--- config.mk ---
export PLATFORM = sky130hd
export DESIGN_NAME = rts_sequencer
export DESIGN_NICKNAME = d
export VERILOG_FILES = /design/src/rts_pkg.sv /design/src/rts_discharge.sv /design/src/rts_sequencer.sv
export VERILOG_INCLUDE_DIRS = /design/src /design/src/src
export SDC_FILE = /design/constraint.sdc
export NUM_CORES = 1
export LEC_CHECK = 0
export BUFFER_PORTS_ARGS = -buffer_cell sky130_fd_sc_hd__buf_2
export CELL_PAD_IN_SITES_DETAIL_PLACEMENT = 0
export CELL_PAD_IN_SITES_GLOBAL_PLACEMENT = 1
export CORE_MARGIN = 10
export CORE_UTILIZATION = 53
export DETAILED_ROUTE_END_ITERATION = 6
export PLACE_DENSITY_LB_ADDON = 0.1
export SLEW_MARGIN = 5
export SYNTH_ARGS = -nofsm -noshare
export SYNTH_HDL_FRONTEND = slang
export SYNTH_SLANG_ARGS = --single-unit
--- constraint.sdc ---
create_clock -name pclk -period 6 [get_ports pclk]
set_clock_uncertainty 0.2 [all_clocks]
set_input_delay 0.3 -clock pclk [delete_from_list [all_inputs] [get_ports pclk]]
set_output_delay 0.3 -clock pclk [all_outputs]
set_load 0.01 [all_outputs]
--- src/rts_consts.svh ---
// Purpose: constants of the resistive temperature sequencer
// Assumes: 20 MHz pclk; APB data 32 bits, one word per register
// Notes: timing counts derive from the figures below
`ifndef RTS_CONSTS_SVH
`define RTS_CONSTS_SVH

// ----------------------------------------------------------------
// Register indices, byte address is four times the index
// ----------------------------------------------------------------
`define RTS_IDX_CFG0 4'h0
`define RTS_IDX_CFG6 4'h6
`define RTS_IDX_CMD 4'h8
`define RTS_IDX_STAT 4'h9
`define RTS_IDX_RES0 4'ha
`define RTS_RESET_CFG 32'h00000000

// ----------------------------------------------------------------
// Field positions
// ----------------------------------------------------------------
`define RTS_B_DUMMY 15
`define RTS_B_CYCLE 16
`define RTS_B_PORTS 17
`define RTS_B_ORDER 11
`define RTS_B_MAINS 15
`define RTS_B_DELAY 18
`define RTS_B_INVERT 30
`define RTS_B_CMD_ONE 0
`define RTS_B_CMD_REP 1
`define RTS_B_ST_BUSY 0
`define RTS_B_ST_DONE 1
`define RTS_B_ST_PASS 2

// ----------------------------------------------------------------
// Counts and timing
// ----------------------------------------------------------------
`define RTS_DUMMY_FEW 4'h2
`define RTS_DUMMY_MANY 4'h7
`define RTS_REAL_STEPS 4'h4
`define RTS_RES_SHORT 32'h00000000
`define RTS_RES_OPEN 32'h0fffffff
`define RTS_CLK_MHZ 20
`define RTS_TCYC_SHORT_US 128
`define RTS_TCYC_LONG_US 512
`define RTS_SHORT_US 2
`define RTS_CHARGE_US 10
`define RTS_MAINS_LO_HZ 50
`define RTS_MAINS_HI_HZ 60
`define RTS_TCYC_SHORT_CYC (`RTS_CLK_MHZ * `RTS_TCYC_SHORT_US)
`define RTS_TCYC_LONG_CYC (`RTS_CLK_MHZ * `RTS_TCYC_LONG_US)
`define RTS_SHORT_CYC (`RTS_CLK_MHZ * `RTS_SHORT_US)
`define RTS_CHARGE_CYC (`RTS_CLK_MHZ * `RTS_CHARGE_US)
`define RTS_HALF_LO_CYC ((`RTS_CLK_MHZ * 1000000) / (2 * `RTS_MAINS_LO_HZ))
`define RTS_HALF_HI_CYC ((`RTS_CLK_MHZ * 1000000) / (2 * `RTS_MAINS_HI_HZ))

`endif

--- src/rts_pkg.sv ---
// Purpose: types of the resistive temperature sequencer
// Assumes: constants live in rts_consts.svh
// Notes: configuration travels as one snapshot struct
`default_nettype none
package rts_pkg;

  typedef struct packed {
    logic many_dummy;
    logic long_cycle;
    logic four_ports;
    logic reverse;
    logic mains_hi;
    logic [1:0] delay_code;
    logic invert;
  } rts_cfg_s;

  typedef struct packed {
    logic done;
    logic [31:0] value;
  } rts_result_s;

  typedef enum logic [1:0] {
    RTS_IDLE = 2'b00,
    RTS_FIRE = 2'b01,
    RTS_WAITC = 2'b11,
    RTS_DELAY = 2'b10
  } rts_seq_e;

  typedef enum logic [1:0] {
    RTS_D_IDLE = 2'b00,
    RTS_D_CHG = 2'b01,
    RTS_D_DIS = 2'b11,
    RTS_D_TAIL = 2'b10
  } rts_dis_e;

endpackage : rts_pkg
`default_nettype wire

--- src/rts_discharge.sv ---
// Purpose: one charge and discharge cycle with time measurement
// Assumes: stop is synchronised and already polarity corrected
// Notes: done pulses once at the end of the whole cycle
`timescale 1ns/1ps
`default_nettype none
`include "rts_consts.svh"
module rts_discharge
  import rts_pkg::*;
#(
  parameter int CW = 16,
  parameter int CHARGE_CYC = `RTS_CHARGE_CYC,
  parameter int SHORT_CYC = `RTS_SHORT_CYC
) (
  input wire logic pclk,
  input wire logic presetn,
  input wire logic start,
  input wire logic [CW-1:0] cycle_len,
  input wire logic stop,
  output logic charge,
  output logic discharge,
  output rts_result_s result
);

  rts_dis_e state, next_state;
  logic [CW-1:0] cnt, next_cnt, dcnt, next_dcnt;
  rts_result_s next_result;

  if (CW < 2 || CHARGE_CYC < 1 || CHARGE_CYC >= (1 << CW) ||
      SHORT_CYC >= (1 << CW)) begin : g_bad_count
    $error("rts_discharge: counts do not fit the counter");
  end

  assign charge = (state == RTS_D_CHG);
  assign discharge = (state == RTS_D_DIS);

  always_comb begin
    next_state = state;
    next_cnt = cnt + 1'b1;
    next_dcnt = dcnt;
    next_result = result;
    next_result.done = 1'b0;
    unique case (state)
      RTS_D_IDLE: begin
        next_cnt = '0;
        if (start) begin
          next_state = RTS_D_CHG;
        end
      end
      RTS_D_CHG: begin
        next_dcnt = '0;
        if (cnt == CW'(CHARGE_CYC - 1)) begin
          next_state = RTS_D_DIS;
        end
      end
      RTS_D_DIS: begin
        next_dcnt = dcnt + 1'b1;
        if (stop) begin
          next_state = RTS_D_TAIL;
          if (dcnt < CW'(SHORT_CYC)) begin
            next_result.value = `RTS_RES_SHORT;
          end else begin
            next_result.value = 32'(dcnt);
          end
        end else if (cnt >= cycle_len - 1'b1) begin
          next_result.value = `RTS_RES_OPEN;
          next_result.done = 1'b1;
          next_state = RTS_D_IDLE;
        end
      end
      RTS_D_TAIL: begin
        // Keep the cycle length fixed, whatever the stop time
        if (cnt >= cycle_len - 1'b1) begin
          next_result.done = 1'b1;
          next_state = RTS_D_IDLE;
        end
      end
    endcase
  end

  always_ff @(posedge pclk or negedge presetn) begin
    if (!presetn) begin
      state <= RTS_D_IDLE;
      cnt <= '0;
      dcnt <= '0;
      result <= '0;
    end else begin
      state <= next_state;
      cnt <= next_cnt;
      dcnt <= next_dcnt;
      result <= next_result;
    end
  end

endmodule : rts_discharge
`default_nettype wire

--- src/rts_sequencer.sv ---
// Purpose: APB slave and sequencer of the temperature measurement
// Assumes: sense_path comes from the comparator, asynchronous to pclk
// Notes: results update one by one as each real discharge ends
//
// Local design decision: the APB slave port.
`timescale 1ns/1ps
`default_nettype none
`include "rts_consts.svh"
module rts_sequencer
  import rts_pkg::*;
#(
  parameter int TCYC_SHORT_CYC = `RTS_TCYC_SHORT_CYC,
  parameter int TCYC_LONG_CYC = `RTS_TCYC_LONG_CYC,
  parameter int HALF_LO_CYC = `RTS_HALF_LO_CYC,
  parameter int HALF_HI_CYC = `RTS_HALF_HI_CYC,
  parameter int CHARGE_CYC = `RTS_CHARGE_CYC,
  parameter int CW = 16,
  parameter int MW = 24
) (
  input wire logic pclk,
  input wire logic presetn,
  input wire logic psel,
  input wire logic penable,
  input wire logic pwrite,
  input wire logic [7:0] paddr,
  input wire logic [31:0] pwdata,
  output logic [31:0] prdata,
  output logic pready,
  output logic pslverr,
  input wire logic sense_path,
  output logic [3:0] port_drive,
  output logic load_charge,
  output logic busy,
  output logic irq_flag
);

  // ----------------------------------------------------------------
  // Parameter checks
  // ----------------------------------------------------------------
  generate
    if (TCYC_LONG_CYC >= (1 << CW) || CHARGE_CYC + 2 >= TCYC_SHORT_CYC ||
        TCYC_SHORT_CYC < 4) begin : g_bad_cycle
      $error("rts_sequencer: cycle counts do not fit");
    end
    if (HALF_LO_CYC >= (1 << MW) || HALF_HI_CYC >= (1 << MW) ||
        HALF_HI_CYC < 2) begin : g_bad_mains
      $error("rts_sequencer: mains counts do not fit");
    end
  endgenerate

  function automatic logic [3:0] reg_index(input logic [7:0] addr);
    reg_index = addr[5:2];
  endfunction

  function automatic logic mapped(input logic [7:0] addr);
    logic [3:0] i;
    i = reg_index(addr);
    mapped = (addr[1:0] == 2'b00) && (addr[7:6] == 2'b00) &&
             (i == `RTS_IDX_CFG0 || i == `RTS_IDX_CFG6 ||
              i == `RTS_IDX_CMD || i == `RTS_IDX_STAT ||
              (i >= `RTS_IDX_RES0 && i <= `RTS_IDX_RES0 + 4'h3));
  endfunction

  // ----------------------------------------------------------------
  // APB register file
  // ----------------------------------------------------------------
  logic [31:0] cfg0, next_cfg0, cfg6, next_cfg6;
  logic [31:0] next_prdata;
  logic next_pslverr, done_flag, next_done_flag;
  logic [31:0] res_mem [4];
  logic wr_acc, cmd_one, cmd_rep, clr_done, set_done;
  logic [3:0] widx;
  rts_seq_e state, next_state;
  logic pass2;

  assign pready = psel & penable;
  assign wr_acc = psel & penable & pwrite;
  assign widx = reg_index(paddr);
  assign cmd_one = wr_acc && mapped(paddr) && widx == `RTS_IDX_CMD &&
                   pwdata[`RTS_B_CMD_ONE];
  assign cmd_rep = wr_acc && mapped(paddr) && widx == `RTS_IDX_CMD &&
                   pwdata[`RTS_B_CMD_REP];
  assign clr_done = wr_acc && mapped(paddr) && widx == `RTS_IDX_STAT &&
                    pwdata[`RTS_B_ST_DONE];
  assign irq_flag = done_flag;
  assign busy = (state != RTS_IDLE);

  always_comb begin
    next_cfg0 = cfg0;
    next_cfg6 = cfg6;
    next_prdata = prdata;
    next_pslverr = 1'b0;
    if (psel && !penable) begin
      next_pslverr = !mapped(paddr);
      next_prdata = 32'h00000000;
      if (mapped(paddr) && !pwrite) begin
        if (widx == `RTS_IDX_CFG0) begin
          next_prdata = cfg0;
        end else if (widx == `RTS_IDX_CFG6) begin
          next_prdata = cfg6;
        end else if (widx == `RTS_IDX_STAT) begin
          next_prdata[`RTS_B_ST_BUSY] = busy;
          next_prdata[`RTS_B_ST_DONE] = done_flag;
          next_prdata[`RTS_B_ST_PASS] = pass2;
        end else if (widx >= `RTS_IDX_RES0) begin
          next_prdata = res_mem[2'(widx - `RTS_IDX_RES0)];
        end
      end
    end
    if (wr_acc && mapped(paddr)) begin
      if (widx == `RTS_IDX_CFG0) begin
        next_cfg0 = pwdata;
      end
      if (widx == `RTS_IDX_CFG6) begin
        next_cfg6 = pwdata;
      end
    end
    // Set wins over a clear in the same cycle
    next_done_flag = set_done | (done_flag & !clr_done);
  end

  always_ff @(posedge pclk or negedge presetn) begin
    if (!presetn) begin
      cfg0 <= `RTS_RESET_CFG;
      cfg6 <= `RTS_RESET_CFG;
      prdata <= 32'h00000000;
      pslverr <= 1'b0;
      done_flag <= 1'b0;
    end else begin
      cfg0 <= next_cfg0;
      cfg6 <= next_cfg6;
      prdata <= next_prdata;
      pslverr <= next_pslverr;
      done_flag <= next_done_flag;
    end
  end

  // ----------------------------------------------------------------
  // Sense input synchroniser
  // ----------------------------------------------------------------
  logic sense_s1, sense_s2, stop;
  rts_cfg_s cfg, next_cfg;

  always_ff @(posedge pclk or negedge presetn) begin
    if (!presetn) begin
      sense_s1 <= 1'b0;
      sense_s2 <= 1'b0;
    end else begin
      sense_s1 <= sense_path;
      sense_s2 <= sense_s1;
    end
  end

  assign stop = sense_s2 ^ cfg.invert;

  // ----------------------------------------------------------------
  // Sequencer
  // ----------------------------------------------------------------
  logic [3:0] step, next_step, ndummy;
  logic [1:0] real_idx, port, next_port;
  logic next_pass2, repeat_run, next_repeat_run, fire;
  logic [MW-1:0] mcnt, next_mcnt;
  logic [2:0] halves, next_halves;
  logic [CW-1:0] cycle_len;
  logic [MW-1:0] half_len;
  logic [3:0] next_drive;
  rts_result_s dres;
  logic dis_on;

  assign ndummy = cfg.many_dummy ? `RTS_DUMMY_MANY : `RTS_DUMMY_FEW;
  assign cycle_len = cfg.long_cycle ? CW'(TCYC_LONG_CYC) :
                     CW'(TCYC_SHORT_CYC);
  assign half_len = cfg.mains_hi ? MW'(HALF_HI_CYC) : MW'(HALF_LO_CYC);
  assign real_idx = (step >= ndummy) ? 2'(step - ndummy) : 2'b00;
  assign fire = (state == RTS_FIRE);

  always_comb begin
    logic [1:0] k;
    k = cfg.four_ports ? real_idx : {1'b0, real_idx[0]};
    // reversed dummies land on the last port
    if (cfg.reverse) begin
      next_port = cfg.four_ports ? 2'(3 - k) : 2'(1 - k);
    end else begin
      next_port = k;
    end
  end

  always_comb begin
    next_state = state;
    next_step = step;
    next_pass2 = pass2;
    next_repeat_run = repeat_run;
    next_cfg = cfg;
    next_mcnt = mcnt;
    next_halves = halves;
    set_done = 1'b0;
    unique case (state)
      RTS_IDLE: begin
        if (cmd_one || cmd_rep) begin
          next_cfg.many_dummy = cfg0[`RTS_B_DUMMY];
          next_cfg.long_cycle = cfg0[`RTS_B_CYCLE];
          next_cfg.four_ports = cfg0[`RTS_B_PORTS];
          next_cfg.reverse = cfg6[`RTS_B_ORDER];
          next_cfg.mains_hi = cfg6[`RTS_B_MAINS];
          next_cfg.delay_code = cfg6[`RTS_B_DELAY +: 2];
          next_cfg.invert = cfg6[`RTS_B_INVERT];
          next_repeat_run = cmd_rep;
          next_pass2 = 1'b0;
          next_step = 4'h0;
          next_state = RTS_FIRE;
        end
      end
      RTS_FIRE: begin
        next_state = RTS_WAITC;
      end
      RTS_WAITC: begin
        if (dres.done) begin
          if (step == ndummy + `RTS_REAL_STEPS - 4'h1) begin
            set_done = 1'b1;
            next_step = 4'h0;
            if (repeat_run && !pass2) begin
              next_pass2 = 1'b1;
              next_mcnt = '0;
              next_halves = 3'h0;
              next_state = RTS_DELAY;
            end else begin
              next_state = RTS_IDLE;
            end
          end else begin
            next_step = step + 4'h1;
            next_state = RTS_FIRE;
          end
        end
      end
      RTS_DELAY: begin
        // delay in half mains periods, two plus code
        next_mcnt = mcnt + 1'b1;
        if (mcnt == half_len - 1'b1) begin
          next_mcnt = '0;
          next_halves = halves + 3'h1;
          if (halves == 3'(cfg.delay_code) + 3'h1) begin
            next_state = RTS_FIRE;
          end
        end
      end
    endcase
  end

  always_ff @(posedge pclk or negedge presetn) begin
    if (!presetn) begin
      state <= RTS_IDLE;
      step <= 4'h0;
      pass2 <= 1'b0;
      repeat_run <= 1'b0;
      cfg <= '0;
      mcnt <= '0;
      halves <= 3'h0;
      port <= 2'b00;
    end else begin
      state <= next_state;
      step <= next_step;
      pass2 <= next_pass2;
      repeat_run <= next_repeat_run;
      cfg <= next_cfg;
      mcnt <= next_mcnt;
      halves <= next_halves;
      if (fire) begin
        port <= next_port;
      end
    end
  end

  // ----------------------------------------------------------------
  // Discharge timer and results
  // ----------------------------------------------------------------
  // charge, then time the discharge through the selected port
  rts_discharge #(
    .CW(CW),
    .CHARGE_CYC(CHARGE_CYC),
    .SHORT_CYC(`RTS_SHORT_CYC)
  ) u_dis (
    .pclk(pclk),
    .presetn(presetn),
    .start(fire),
    // Done and fire cycles make up the rest of the period
    .cycle_len(cycle_len - CW'(2)),
    .stop(stop),
    .charge(load_charge),
    .discharge(dis_on),
    .result(dres)
  );

  // one driver enable per resistor port
  always_comb begin
    next_drive = 4'h0;
    if (dis_on) begin
      next_drive[port] = 1'b1;
    end
  end
  assign port_drive = next_drive;

  genvar gi;
  generate
    for (gi = 0; gi < 4; gi++) begin : g_res
      always_ff @(posedge pclk or negedge presetn) begin
        if (!presetn) begin
          res_mem[gi] <= 32'h00000000;
        end else if (state == RTS_WAITC && dres.done &&
                     step >= ndummy && real_idx == 2'(gi)) begin
          res_mem[gi] <= dres.value;
        end
      end
    end
  endgenerate

endmodule : rts_sequencer
`default_nettype wire
======== Word level (Yosys, flattened, before mapping) ========
Index checks and enable logic that the tools add are counted.
cells by class
  reduce and logical (&&, ||, !) cells .... 50
  mux-type cells .......................... 62
  add/sub/neg operators ................... 15
  $lt $le $gt $ge ......................... 8
  equal/unequal tests ..................... 24
  bitwise logic cells ..................... 6
operator list
  operator                                                                        count
  32-bit two-way mux                                                              7
  24-bit two-way mux                                                              4
  32-bit binary-select mux with 2-bit select                                      1
  24-bit case mux with 2 select lines                                             1
  33-bit two-way mux                                                              1
  16-bit by 1-bit adder with 16-bit output (second input constant)                2
  16-bit two-way mux                                                              2
  16-bit case mux with 2 select lines                                             1
  29-bit two-way mux                                                              1
  2-bit two-way mux                                                               14
  24-bit by 1-bit adder with 24-bit output (second input constant)                1
  24-bit equality test                                                            1
  1-bit logical AND                                                               19
  18-bit by 1-bit subtractor with 19-bit output (second input constant)           1
  3-bit two-way mux                                                               6
  17-bit two-way mux                                                              1
  16-bit by 8-bit equality test with 1-bit output (second input constant)         1
  16-bit greater-or-equal comparator                                              1
  16-bit by 6-bit less-than comparator with 1-bit output (second input constant)  1
  4-bit two-way mux                                                               4
  2-bit case mux with 4 select lines                                              2
  15-bit by 2-bit subtractor with 16-bit output (second input constant)           1
  14-bit by 2-bit subtractor with 15-bit output (second input constant)           1
  14-bit two-way mux                                                              1
  41 further kinds                                                                90
word-level totals
  register bits ........................... 340
  logic and storage cells ................. 195
  input port bits ......................... 46
  output and inout bits ................... 41

======== Logic depth before layout (Yosys ltp) ========
  depth after elaboration ................. 12
  gate-level depth with buffers ........... 11
  mapped depth without buffers ............ 9

======== Modules after synthesis ========
A second synthesis with hierarchy kept.
unflattened totals
  cell total of the unflattened synthesis .. 1235
  area, all modules ....................... 15342.2 µm²
modules (own cells, without submodules)
  module         area each (µm²)  seq. area each (µm²)  times used  cells an instance
  rts_sequencer  12209.2          6831.6                1           888
  rts_discharge  3133.0           1301.2                1           347

======== Worst setup path before layout ========
Ideal clock, no wire load.
  kind .................................... reg2reg
  from .................................... register cfg[7] in the netlist's numbering
  to ...................................... register mcnt[15]
  clock period less this slack ............ 2.796 ns
  buffers on the path ..................... 1
  data required time ...................... 5.719 ns
  stages on the path, launching flop included .. 8
  library setup time ...................... 0.081 ns
  arrival time ............................ 2.515 ns
  setup slack ............................. 3.204 ns
  cells stage by stage .................... dfrtp_1 ha_1 buf_4 or2_2 a2111oi_4 o2111ai_2 or4b_1 o211ai_2
between the ends
  word-level cells in the longest chain between the ends .. 6
RTL lines
  element                                                  RTL line              RTL
  from (decl)                                              rts_sequencer.sv:142  rts_cfg_s cfg, next_cfg;
  from (signal assigned)                                   rts_sequencer.sv:264  cfg <= next_cfg;
  3-bit two-way mux (no source line)                       --
  3-bit by 3-bit adder with 4-bit output (no source line)  --
  4-bit by 1-bit subtractor with 4-bit output              rts_sequencer.sv:218  if (step == ndummy + `RTS_REAL_STEPS - 4'h1) begin
  4-bit equality test                                      rts_sequencer.sv:218
  2-bit inequality test (no source line)                   --
  4-bit AND reduction (no source line)                     --
  to (signal assigned)                                     rts_sequencer.sv:265  mcnt <= next_mcnt;
  to (decl)                                                rts_sequencer.sv:162  logic [MW-1:0] mcnt, next_mcnt;
Every way passes these cells.
A chain may end at the register's enable or synchronous reset.

======== Final worst setup path ========
  from .................................... register cfg[7] in the netlist's numbering
  to ...................................... register mcnt[18]
The elaborated chain is that of the path after synthesis.

==> results.txt <==
CTS max path bufs - 3
Final Cell Area - 14,200 sq um
Skew-Pair Late Insertion Delay - 0.55 ns
Cells after synthesis - 1,002
Sw power - 0.000799 W
Crit-path cells - ha_1 > or2_2 > a2111oi_4 > o2111ai_2 > or4_1 > a21oi_1
N_diodes - 0
Max Fanout on Critical Path - 17
Clock sink total - 265
Mapped Nets - 1,063
Largest stage delay on the critical path - 0.66 ns
Initial antenna violation count - 0
H-tree levels - 1
Static Leak - 6.74 nW
Share of cells above drive strength 1 - 29.6%
Post-CTS resize count - 0
Power Density - 265 nW/um^2
Detailed Place HPWL - 18,200 um
Global-route wire length before repair - 45,300 um
Setup TNS - 0 ns
Drt first-iter violations - 673
Die Ht - 171 um
Die footprint - 29,400 sq um
Root buf cell - clkbuf_16
Switching Share - 21.2%
TritonCTS clock tree - yes
DR pass1 iterations - 5
Pint - 0.00297 W
GRT Total Usage - 18.8%
Final wirelength - 27,400 um
Count of pins over their slew limit - 0
Post-synth EDFFs - 0
Number of global-route vias before repair - 8,523
Fillcell total - 1,811
Yosys warnings - 0
Max VDD drop - 0.198 mV
Top cell type's share of synthesized area - 54.6%
CP endpoint kind - flip-flop
Area Growth Syn to Fin - 17.0%
Unrepaired setup endpoints after global routing - false
Outcome - finished, final reports clean
Area contributors post-synth - dfrtp_1 55%, mux2_2 13%, mux4_2 3.1%
Largest net degree at the start of global routing - 69
Row count - 55
Sequential fraction of the synthesis area - 54.6%
Number of distinct library cells after synthesis - 73
Final ANT Viol Nets - 0
Critical Path Source Type - flip-flop
Worst hold margin - 0.0292 ns
Worst path slowest cell - a2111oi_4
Async set or reset register ratio after synthesis - 100%
Post-place instance area - 12,800 sq um
Final period util - 55.3%
Synthesized flop and latch total - 265
Maximum clock frequency - 301 MHz
WP data arrival - 3.59 ns
Synth Cell Area - 12,200 sq um
Num CTS Buffers - 29
Final setup viols - 0
Clk slew on worst S/H paths - 0.06 ns
Net count, final - 1,178
Post-route DRC - 0
Number of placed I/O pins - 87
Rel. slew slack - 28.3%
Most frequent cell after synthesis - dfrtp_1
Worst hold-check path type - input pin to flip-flop
Commonest cells post-synth - 265 x dfrtp_1, 142 x mux2_2, 73 x nand2_1, 68 x nor2_1, 55 x o21ai_0
Main synth FF type - dfrtp_1
Final min period - 3.32 ns
Top cell type by total area after synthesis - dfrtp_1
MaxCap Viol Count - 0
Total core area - 22,600 sq um
Hold_buf cts - 36
Via Count - 8,291
Sequential power share - 47.6%
Port Buffer Count - 86
Placer congestion estimate - 0.804
Power share of the combinational group - 3.2%
Vias per cell - 5.82
Fin. Hold Viols - 0
Worst-margin pin slew - 1.07 ns
Post-CTS Setup Bufs - 0
GRT overflow - 0
Initial Utilization - 53.9%
WP data required - 6.27 ns
WL per Instance - 19.3 um
Syn_area_per_cell - 12.1 sq um
Chip width - 171 um
Clock network power share - 49.2%
Crit Path Class - flip-flop to flip-flop
[per-layer routing]
| layer | track usage [%] | part of all wire [%] |
|---|---|---|
| met1 | 26.2 | 47 |
| met2 | 29.8 | 46 |
| met3 | 3.19 | 5.0 |
| met4 | 4.73 | 2.0 |
| met5 | 0 | 0 |
[cells in the final DEF, fill, tap and decap left out, types with 7 or more instances in the layout]
master / n
a21oi_1: 30
a222oi_1: 15
a2bb2oi_1: 12
and3_1: 15
buf_2: 85
buf_4: 12
clkbuf_16: 29
clkinv_2: 8
dfrtp_1: 265
dlygate4sd3_1: 36
ha_1: 15
inv_1: 18
mux2_2: 142
mux4_2: 17
nand2_1: 73
nand3_1: 28
nand4_1: 13
nor2_1: 66
nor2b_1: 7
o21ai_0: 55
o22a_1: 10
o31ai_1: 9
or3_1: 14
xnor2_1: 9
xor2_1: 28
[sequential cells by signal (all words and copies together) (netlist names)]
| signal | cells |
|---|---|
| cfg | 8 |
| cfg0 | 32 |
| cfg6 | 32 |
| halves | 3 |
| irq_flag | 1 |
| mcnt | 24 |
| pass2 | 1 |
| port | 2 |
| prdata | 32 |
| pslverr | 1 |
| repeat_run | 1 |
| res_mem | 68 |
| sense_s1 | 1 |
| sense_s2 | 1 |
| state | 2 |
| step | 4 |
| u_dis.cnt | 16 |
| u_dis.dcnt | 16 |
| u_dis.result | 18 |
| u_dis.state | 2 |
[power groups by stage]
stage	clock, W	combinational (W)	sequential [W]
after floorplan	0	0.0000335	0.00183
after global placement	0	0.000103	0.00183
after detailed placement	0	0.000104	0.00183
after CTS	0.00191	0.000122	0.00179
after global routing	0.00197	0.000134	0.00179
final	0.00186	0.000120	0.00180
[layout make-up]
cell class | count | area, sq um | share of cell area, %
clock inverter | 14 | 188 | 1.32
sequential | 265 | 6630 | 46.6
inverter | 18 | 67.6 | 0.475
tap | 285 | 357 | 2.51
clock buffer | 40 | 827 | 5.81
timing repair buffer | 134 | 891 | 6.26
multi-input combinational | 669 | 5260 | 37.0
[cell families (layout without fill, tap and decap cells)]
| kind of cell | count (synthesis) | count (layout) | share of synthesized area [%] |
|---|---|---|---|
| simple gates | 277 | 277 | 11.7 |
| flops | 265 | 265 | 54.6 |
| compound gates | 177 | 177 | 10.4 |
| mux | 163 | 163 | 16.6 |
| buf+inv | 68 | 206 | 2.50 |
| xor+xnor | 37 | 37 | 2.67 |
| fa+ha+maj | 15 | 15 | 1.54 |
[path summary, 6_finish.rpt]
check,from,to,slack (ns),depth (start not counted)
max,cfg[7],mcnt[18],2.68,6
min,paddr[5],irq_flag,0.03,4
max reg2reg,cfg[7],mcnt[18],2.68,6
min reg2reg,sense_s1,sense_s2,0.15,0
max in group asynchronous,presetn,u_dis.dcnt[7],4.26,3
min in group asynchronous,presetn,mcnt[19],0.07,2
[worst max-delay path, delay by kind of cell (launching register included)]
kind | cells | cell delay [ns]
flops | 1 | 0.43
fa+ha+maj | 1 | 0.42
compound gates | 3 | 1.27
simple gates | 2 | 0.90
[stage by stage]
| step | instances | power (W) | util [%] | worst slack, ns |
|---|---|---|---|---|
| after global routing | 1425 | 0.00390 | 63.0 | 2.41 |
| after CTS | 1425 | 0.00382 | 63.0 | 2.68 |
| final | 1425 | 0.00377 | 63.0 | 2.68 |
| after global placement | 1335 | 0.00193 | 56.9 | 2.66 |
| after floorplan | 1002 | 0.00186 | - | 3.20 |
| after detailed placement | 1335 | 0.00193 | 56.9 | 2.59 |
Power figures use the tool's default switching activity.
